<file path="src/rsu_map.vh">
// Field layout, reset values and timing constants of the upgrade register set.
// Assumes inclusion by bare name from the design files under src/.
`ifndef RSU_MAP_VH
`define RSU_MAP_VH

// Upgrade control / update register layout
`define RSU_CTL_W 38
`define RSU_CTL_APP 0
`define RSU_CTL_PAGE_LO 1
`define RSU_CTL_PAGE_HI 24
`define RSU_CTL_WDEN 25
`define RSU_CTL_TMO_LO 26
`define RSU_CTL_TMO_HI 37
`define RSU_CTL_RST 38'h00_0000_0000

// Reconfiguration cause register layout
`define RSU_STS_W 5
`define RSU_STS_CRC 0
`define RSU_STS_STATUS_PIN 1
`define RSU_STS_FABRIC 2
`define RSU_STS_CONFIG_PIN 3
`define RSU_STS_WDOG 4
`define RSU_STS_RST 5'h00

// Shift register: cause bits above the control/update image
`define RSU_SHIFT_W 43

// Watchdog count: timeout field on top of a zero low part
`define RSU_WD_W 29
`define RSU_WD_LOW_W 17
`define RSU_WD_LOW 17'h0_0000

// Timing: core clock and least strobe length
`define RSU_CLK_MHZ 200
`define RSU_STROBE_MIN_NS 250
`define RSU_STROBE_CYC ((`RSU_STROBE_MIN_NS * `RSU_CLK_MHZ + 999) / 1000)

`endif

</file>
<file path="src/rsu_sync.v">
// Two-stage synchroniser for a group of independent level inputs.
// Assumes each bit is a slow level relative to the clock.
`timescale 1ns/1ps
module rsu_sync #(
	parameter WIDTH = 8,
	parameter [WIDTH-1:0] RST_VAL = {WIDTH{1'b0}}
) (
	// Clock and reset
	input wire clk,
	input wire nrst,
	// Data
	input wire [WIDTH-1:0] d,
	output wire [WIDTH-1:0] q
);
	reg [WIDTH-1:0] meta_r;
	reg [WIDTH-1:0] sync_r;

	always @(posedge clk or negedge nrst) begin
		if (!nrst) begin
			meta_r <= RST_VAL;
			sync_r <= RST_VAL;
		end else begin
			meta_r <= d;
			sync_r <= meta_r;
		end
	end

	assign q = sync_r;
endmodule // rsu_sync

</file>
<file path="src/rsu_regs.v">
// Remote upgrade register set: shift, update, control and cause registers,
// user watchdog and the reconfiguration trigger logic.
// Assumes core_clk stands in for the internal oscillator; all fabric and pin
// inputs are asynchronous and pass the synchroniser; crc_error and
// config_done come from the configuration engine on core_clk.
//
// Functional notes
// - Fabric reaches update, cause and control registers through a serial shift register.
// - Capture while an application runs copies the control register into the shift.
// - A fabric reconfiguration request moves the update register into control.
// - Update register changes only under factory image, by shift then update.
// - Capture under factory image loads update register into the shift register.
// - Every reconfiguration writes the cause register with its trigger.
// - Capture copies the cause register into the shift register.
// - Control and cause on the oscillator clock; shift and update step on sampled upgrade clock rises.
// - Power-up clears the page address so the factory page zero loads.
// - Factory image may write the control register.
// - Control: flag bit 0, page 24..1, watchdog enable 25, timeout 37..26.
// - Error fall-back to factory clears the application flag.
// - Flag set: control register is read only.
// - Flag clear: control writable and user watchdog disabled.
// - All control fields default to zero.
// - Watchdog count is timeout field followed by seventeen zero bits.
// - Device never changes the flag itself apart from fall-back; fabric may set it.
// - Cause register: CRC, status pin, fabric, config pin, watchdog bits.
// - Power-on reset clears every cause bit.
// - Fabric reconfiguration loads the page held in the update register.
// - Pin, CRC or watchdog causes clear control; fabric cause loads update.
// - Watchdog expiry sets the watchdog cause and reloads the factory image.
// - Watchdog runs only for an application image in user mode.
`timescale 1ns/1ps
`include "rsu_map.vh"
module rsu_regs #(
	parameter STROBE_CYC = `RSU_STROBE_CYC
) (
	// Clock and reset
	input wire core_clk,
	input wire nrst,
	// Serial access from the fabric
	input wire upgrade_user_clock,
	input wire shift_not_load,
	input wire capture_not_update,
	input wire upgrade_serial_in,
	output wire upgrade_serial_out,
	// Fabric strobes, active low
	input wire fabric_reconfig_request_n,
	input wire watchdog_restart_n,
	// Device pins, active low
	input wire config_reset_pin_n,
	input wire status_error_pin_n,
	// Configuration engine
	input wire crc_error,
	input wire config_done,
	output wire config_start,
	output reg [23:0] page_start_address,
	output wire user_mode,
	output wire app_image,
	output wire watchdog_running
);
	localparam ST_CONFIG = 1'b0;
	localparam ST_USER = 1'b1;
	localparam CNT_W = 16;
	localparam [CNT_W-1:0] STROBE_MAX = STROBE_CYC[CNT_W-1:0];

	// Saturating count of cycles a strobe has been low
	function [CNT_W-1:0] low_count;
		input strobe_n;
		input [CNT_W-1:0] cnt;
		begin
			if (strobe_n)
				low_count = {CNT_W{1'b0}};
			else if (cnt == STROBE_MAX)
				low_count = cnt;
			else
				low_count = cnt + 16'h0001;
		end
	endfunction

	// Watchdog reload value from a control image
	function [`RSU_WD_W-1:0] wd_load;
		input [`RSU_CTL_W-1:0] ctl;
		begin
			wd_load = {ctl[`RSU_CTL_TMO_HI:`RSU_CTL_TMO_LO], `RSU_WD_LOW};
		end
	endfunction

	// Synchronised inputs
	wire [7:0] sync_q;
	wire ruclk_s;
	wire shift_s;
	wire capt_s;
	wire din_s;
	wire req_n_s;
	wire wdrst_n_s;
	wire cfgpin_n_s;
	wire stspin_n_s;

	// Active-low strobes and pins idle high through reset
	rsu_sync #(
		.WIDTH(8),
		.RST_VAL(8'hf0)
	) u_sync (
		.clk(core_clk),
		.nrst(nrst),
		.d({status_error_pin_n, config_reset_pin_n, watchdog_restart_n,
			fabric_reconfig_request_n, upgrade_serial_in, capture_not_update,
			shift_not_load, upgrade_user_clock}),
		.q(sync_q)
	);

	assign ruclk_s = sync_q[0];
	assign shift_s = sync_q[1];
	assign capt_s = sync_q[2];
	assign din_s = sync_q[3];
	assign req_n_s = sync_q[4];
	assign wdrst_n_s = sync_q[5];
	assign cfgpin_n_s = sync_q[6];
	assign stspin_n_s = sync_q[7];

	// Registers
	reg ruclk_prev_r;
	reg [`RSU_SHIFT_W-1:0] shift_r;
	reg [`RSU_SHIFT_W-1:0] shift_nxt;
	reg [`RSU_CTL_W-1:0] update_r;
	reg [`RSU_CTL_W-1:0] update_nxt;
	reg [`RSU_CTL_W-1:0] control_r;
	reg [`RSU_CTL_W-1:0] control_nxt;
	reg [`RSU_STS_W-1:0] cause_r;
	reg [`RSU_STS_W-1:0] cause_nxt;
	reg state_r;
	reg state_nxt;
	reg [`RSU_WD_W-1:0] wd_cnt_r;
	reg [`RSU_WD_W-1:0] wd_cnt_nxt;
	reg [CNT_W-1:0] req_cnt_r;
	reg [CNT_W-1:0] wdrst_cnt_r;
	reg req_fired_r;
	reg wdrst_fired_r;
	reg cfgpin_prev_r;
	reg stspin_prev_r;
	reg start_r;
	reg start_nxt;

	wire ruclk_rise;
	wire factory;
	wire wd_on;
	wire wd_expire;
	wire req_hit;
	wire wdrst_hit;
	wire cfgpin_hit;
	wire stspin_hit;
	wire any_error;
	wire any_trigger;

	// Upgrade clock edges found by sampling; shift and update follow them
	assign ruclk_rise = ruclk_s & ~ruclk_prev_r;
	assign factory = ~control_r[`RSU_CTL_APP];
	// Watchdog only for an enabled application in user mode
	assign wd_on = ~factory & control_r[`RSU_CTL_WDEN] & (state_r == ST_USER);
	assign wd_expire = wd_on & (wd_cnt_r == {`RSU_WD_W{1'b0}});

	// Strobes act once, after being held low for the least time
	assign req_hit = (req_cnt_r == STROBE_MAX) & ~req_fired_r;
	assign wdrst_hit = (wdrst_cnt_r == STROBE_MAX) & ~wdrst_fired_r;
	assign cfgpin_hit = cfgpin_prev_r & ~cfgpin_n_s;
	assign stspin_hit = stspin_prev_r & ~stspin_n_s;
	assign any_error = cfgpin_hit | stspin_hit | crc_error | wd_expire;
	assign any_trigger = any_error | req_hit;

	// Serial access
	always @* begin
		shift_nxt = shift_r;
		update_nxt = update_r;
		if (ruclk_rise) begin
			if (shift_s) begin
				shift_nxt = {din_s, shift_r[`RSU_SHIFT_W-1:1]};
			end else if (capt_s) begin
				// Capture: cause bits on top, then update or control image
				if (factory)
					shift_nxt = {cause_r, update_r};
				else
					shift_nxt = {cause_r, control_r};
			end else if (factory) begin
				// Update is ignored while an application runs
				update_nxt = shift_r[`RSU_CTL_W-1:0];
			end
		end
	end

	// Reconfiguration, control and cause
	always @* begin
		state_nxt = state_r;
		control_nxt = control_r;
		cause_nxt = cause_r;
		start_nxt = 1'b0;
		if (any_trigger) begin
			state_nxt = ST_CONFIG;
			start_nxt = 1'b1;
			// Pins first, then CRC, watchdog, fabric request
			cause_nxt = `RSU_STS_RST;
			if (cfgpin_hit)
				cause_nxt[`RSU_STS_CONFIG_PIN] = 1'b1;
			else if (stspin_hit)
				cause_nxt[`RSU_STS_STATUS_PIN] = 1'b1;
			else if (crc_error)
				cause_nxt[`RSU_STS_CRC] = 1'b1;
			else if (wd_expire)
				cause_nxt[`RSU_STS_WDOG] = 1'b1;
			else
				cause_nxt[`RSU_STS_FABRIC] = 1'b1;
			if (any_error)
				control_nxt = `RSU_CTL_RST;
			else
				control_nxt = update_r;
		end else begin
			case (state_r)
				ST_CONFIG: begin
					if (config_done)
						state_nxt = ST_USER;
				end
				ST_USER: begin
					state_nxt = ST_USER;
				end
				default: begin
					state_nxt = ST_CONFIG;
				end
			endcase
		end
	end

	// Watchdog countdown
	always @* begin
		wd_cnt_nxt = wd_cnt_r;
		if (!wd_on || wdrst_hit)
			wd_cnt_nxt = wd_load(control_r);
		else if (wd_cnt_r != {`RSU_WD_W{1'b0}})
			wd_cnt_nxt = wd_cnt_r - 29'h0000_0001;
	end

	always @(posedge core_clk or negedge nrst) begin
		if (!nrst) begin
			ruclk_prev_r <= 1'b0;
			shift_r <= {`RSU_SHIFT_W{1'b0}};
			update_r <= `RSU_CTL_RST;
			control_r <= `RSU_CTL_RST;
			cause_r <= `RSU_STS_RST;
			state_r <= ST_CONFIG;
			wd_cnt_r <= {`RSU_WD_W{1'b0}};
			req_cnt_r <= {CNT_W{1'b0}};
			wdrst_cnt_r <= {CNT_W{1'b0}};
			req_fired_r <= 1'b0;
			wdrst_fired_r <= 1'b0;
			cfgpin_prev_r <= 1'b1;
			stspin_prev_r <= 1'b1;
			start_r <= 1'b0;
			page_start_address <= 24'h00_0000;
		end else begin
			ruclk_prev_r <= ruclk_s;
			shift_r <= shift_nxt;
			update_r <= update_nxt;
			control_r <= control_nxt;
			cause_r <= cause_nxt;
			state_r <= state_nxt;
			wd_cnt_r <= wd_cnt_nxt;
			req_cnt_r <= low_count(req_n_s, req_cnt_r);
			wdrst_cnt_r <= low_count(wdrst_n_s, wdrst_cnt_r);
			// One action per low strobe, rearmed on release
			req_fired_r <= ~req_n_s & (req_fired_r | req_hit);
			wdrst_fired_r <= ~wdrst_n_s & (wdrst_fired_r | wdrst_hit);
			cfgpin_prev_r <= cfgpin_n_s;
			stspin_prev_r <= stspin_n_s;
			start_r <= start_nxt;
			page_start_address <= control_nxt[`RSU_CTL_PAGE_HI:`RSU_CTL_PAGE_LO];
		end
	end

	assign upgrade_serial_out = shift_r[0];
	assign config_start = start_r;
	assign user_mode = (state_r == ST_USER);
	assign app_image = control_r[`RSU_CTL_APP];
	assign watchdog_running = wd_on;
endmodule // rsu_regs

</file>
<file path="config.mk">
export PLATFORM = sky130hd
export DESIGN_NAME = rsu_regs
export DESIGN_NICKNAME = d
export VERILOG_FILES = /design/src/rsu_sync.v /design/src/rsu_regs.v
export VERILOG_INCLUDE_DIRS = /design/src /design/src/src
export SDC_FILE = /design/constraint.sdc
export NUM_CORES = 1
export LEC_CHECK = 0
export ABC_AREA = 1
export BUFFER_PORTS_ARGS = -buffer_cell sky130_fd_sc_hd__buf_4
export CORE_MARGIN = 2
export CORE_UTILIZATION = 50
export CTS_BUF_LIST = sky130_fd_sc_hd__clkbuf_2 sky130_fd_sc_hd__clkbuf_4 sky130_fd_sc_hd__clkbuf_8
export CTS_CLUSTER_SIZE = 16
export DETAILED_ROUTE_END_ITERATION = 12
export GPL_TIMING_DRIVEN = 1
export HOLD_SLACK_MARGIN = 0.15
export PLACE_DENSITY = 0.78
export SKIP_LAST_GASP = 1
export SYNTH_ARGS = -nofsm -noshare
export SYNTH_HDL_FRONTEND = slang
export SYNTH_SLANG_ARGS = --single-unit
</file>
<file path="constraint.sdc">
create_clock -name core_clk -period 3.7 [get_ports core_clk]
set_clock_uncertainty 0.05 [all_clocks]
set_input_delay 0.74 -clock core_clk [delete_from_list [all_inputs] [get_ports core_clk]]
set_output_delay 0.74 -clock core_clk [all_outputs]
set_load 0.005 [all_outputs]
</file>
==> qor.yml <==
outcome: "finished clean"
dp_slack_ns: 1.545
via_per_inst: 5.400
ys_warn_count: 0
maxSlewHeadroom_pct: 53.05
cts_tree: "yes"
dr.pass1.iters: 7
synth_common_cells: "284 x nand2_1, 198 x dfrtp_1, 111 x inv_1, 111 x nor2_1, 89 x o21ai_0"
port-buffer-count: 40
coreArea_mm2: 0.02036
ys_ff_latch: 208
hp-class: "input pin to asynchronous set/reset pin"
synth_flop_cell: "dfrtp_1"
hold_buffers: 0
ys_top_cells_by_area: "dfrtp_1 48%, nand2_1 10%, o21ai_0 4.3%, inv_1 4.0%, nor2_1 4.0%"
multi_input_area_mm2: 0.004200
holdWs_ns: 0.1939
synth_top_area_share_pct: 47.56
peakVddDrop_v: 0.0004920
die_h_um: 148.3
avgSynthCellArea_um2: 8.408
htree_levels: 2
utilization_pct: 56.45
regArea_mm2: 0.005218
crit_path_start_kind: "flip-flop"
cp-end-kind: "output pin"
io_pins: 41
synth.largest_area_cell: "dfrtp_1"
final_max_slew_viol_count: 0
drive_gt1_share_pct: 16.73
diodes: 0
worstSkewPairLatency_ns: 0.54
clkPwrFrac_pct: 42.9
switching_power_mw: 1.397
finalSetupViolCount: 0
syn_area_mm2: 0.01042
finalCritPeriodShare_pct: 73.76
setup-tns-final_ns: 0
cts_setup_buffers: 0
yosysMostFrequentCell: "nand2_1"
internal-power_mw: 4.035
grt_pass1_wl_um: 39260
power.leakage_nw: 5.432
synth_seq_area_share_pct: 50.08
vias: 8365
swShare_pct: 25.72
seq_power_share_pct: 49.0
ff2ff_setup_slack_ns: 1.48
place_area_mm2: 0.01067
root_buffer: "clkbuf_8"
max_cap_viol_count: 0
synth_fp_nets: 1257
place_congestion: 0.8897
timing.fmax_mhz: 366.4
path_clk_slew_ns: 0.06
cts_resized: 0
ant_nets: 0
rsz0062_at_grt: "no"
die_w_um: 148.3
numCtsBuffers: 37
dpl.hpwl_um: 14310
fp.dieArea_mm2: 0.02201
p_per_area_mw_per_mm2: 472.6
fillCellCount: 1813
rows: 52
synthesis.instances: 1239
cts.sinks: 208
async_reset_ff_share_pct: 100.0
routedWlPerCell_um: 14.79
synthDistinctLibCells: 41
cp_max_fo: 14
area_growth_pct: 10.35
design_area_mm2: 0.01150
antenna_found_initial: 0
worst_ep_arrival_time_ns: 1.94
totalWireLength_um: 22900
nNetsFinal: 1270
cts_buffer_depth: 3
grt_pass1_vias: 8168
grt_max_degree: 86
criticalPathCategory: "flip-flop to output pin"
final-hold-violation-count: 0
drtIter0Drc: 601
worstMarginPinSlew_ns: 0.7033
grt_usage_pct: 21.53
start_util_pct: 51.16
drc_errors: 0
required_ns: 2.91
fin_crit_ns: 2.729
setup_ws_ns: 0.9710
synth_edf_count: 0
p_comb_share_pct: 8.1
grt-ovfl-total: 0
[layer usage]
| metal | share of wire [%] | up-vias | GRT usage [%] |
|---|---|---|---|
| met3 | 4.5 | 45 | 3.466 |
| met2 | 49 | 204 | 34.98 |
| li1 | - | 4086 | - |
| met4 | 2.1 | 0 | 7.905 |
| met1 | 45 | 4030 | 29.41 |
| met5 | 0 | - | 0 |
[through the flow]
stage | power (mW) | cells
after CTS | 5.487 | 1549
final | 5.433 | 1549
after global routing | 5.691 | 1549
after floorplan | 2.967 | 1239
after global placement | 3.103 | 1483
after detailed placement | 3.135 | 1483
[cell usage in the layout (no fill, tap or decap), types with 2 or more instances in the layout]
master	netlist	routed
nor2_4	7	7
nor3_2	16	15
o21ai_0	89	89
nor2_1	111	111
xor2_1	12	12
o21ai_1	2	2
nor3b_1	2	2
dfrtp_1	198	198
nand2_1	284	284
nand3_1	63	62
nand2_2	7	7
a211oi_1	2	2
o211ai_1	46	46
a21oi_1	53	53
o21a_1	3	3
buf_4	31	57
nor3_1	9	9
dfstp_2	10	10
nand2_4	2	2
nand3_2	3	4
ha_1	6	6
inv_1	111	111
xnor2_1	4	4
nand4_1	57	57
nor2_2	18	18
clkinv_2	0	3
clkbuf_8	0	50
a31oi_1	7	7
inv_2	14	14
nand3b_1	3	3
a21oi_2	10	10
clkbuf_4	0	11
[registers in the layout, summed over array words and instances (netlist names), 8 cells and up]
name           flops
control_r         38
wd_cnt_r          29
wdrst_cnt_r       16
req_cnt_r         16
u_sync.meta_r      8
update_r          38
shift_r           43
u_sync.q           8
[critical path, stage by stage, from the launching register on]
cell     delay (ns)
dfrtp_1        0.64
buf_4          0.24
nand2_1        0.13
nor2_4         0.22
buf_4          0.17
[power by group through the flow]
| stage | Sequential [mW] | Combinational [mW] | Clock [mW] |
|---|---|---|---|
| after floorplan | 2.65 | 0.321 | 0 |
| after global placement | 2.68 | 0.420 | 0 |
| after detailed placement | 2.69 | 0.446 | 0 |
| after CTS | 2.65 | 0.450 | 2.38 |
| after global routing | 2.68 | 0.521 | 2.49 |
| final | 2.66 | 0.443 | 2.33 |
[final timing paths]
path	startpoint	end	cells after the start
max	control_r[0]$_DFFE_PN0P_	watchdog_running	4
min	nrst	wdrst_cnt_r[10]$_DFFE_PN0P_	1
max reg2reg	control_r[0]$_DFFE_PN0P_	update_r[0]$_DFFE_PN0P_	6
min reg2reg	u_sync.meta_r[1]$_DFF_PN0_	u_sync.q[1]$_DFF_PN0_	0
max in group asynchronous	nrst	update_r[29]$_DFFE_PN0P_	2
min in group core_clk	config_reset_pin_n	u_sync.meta_r[6]$_DFF_PN1_	1
[kinds of logic (layout without fill, tap and decap cells)]
group	count (synthesis)	after routing	share of synthesized area [%]
compound gates	215	215	12.08
xor+xnor	16	16	1.345
fa+ha+maj	6	6	0.7206
buf+inv	210	250	9.704
flops	208	208	50.08
simple gates	584	584	26.06
[area by class of cell]
class,instances,area share [%]
Clock buffer,60,6.585
Tap cell,270,2.939
Sequential cell,208,45.39
Timing Repair Buffer,58,3.842
Clock inverter,6,0.5986
Multi-Input combinational cell,821,36.54
Inverter,126,4.114
No activity file was read; power rests on OpenSTA's default activity.
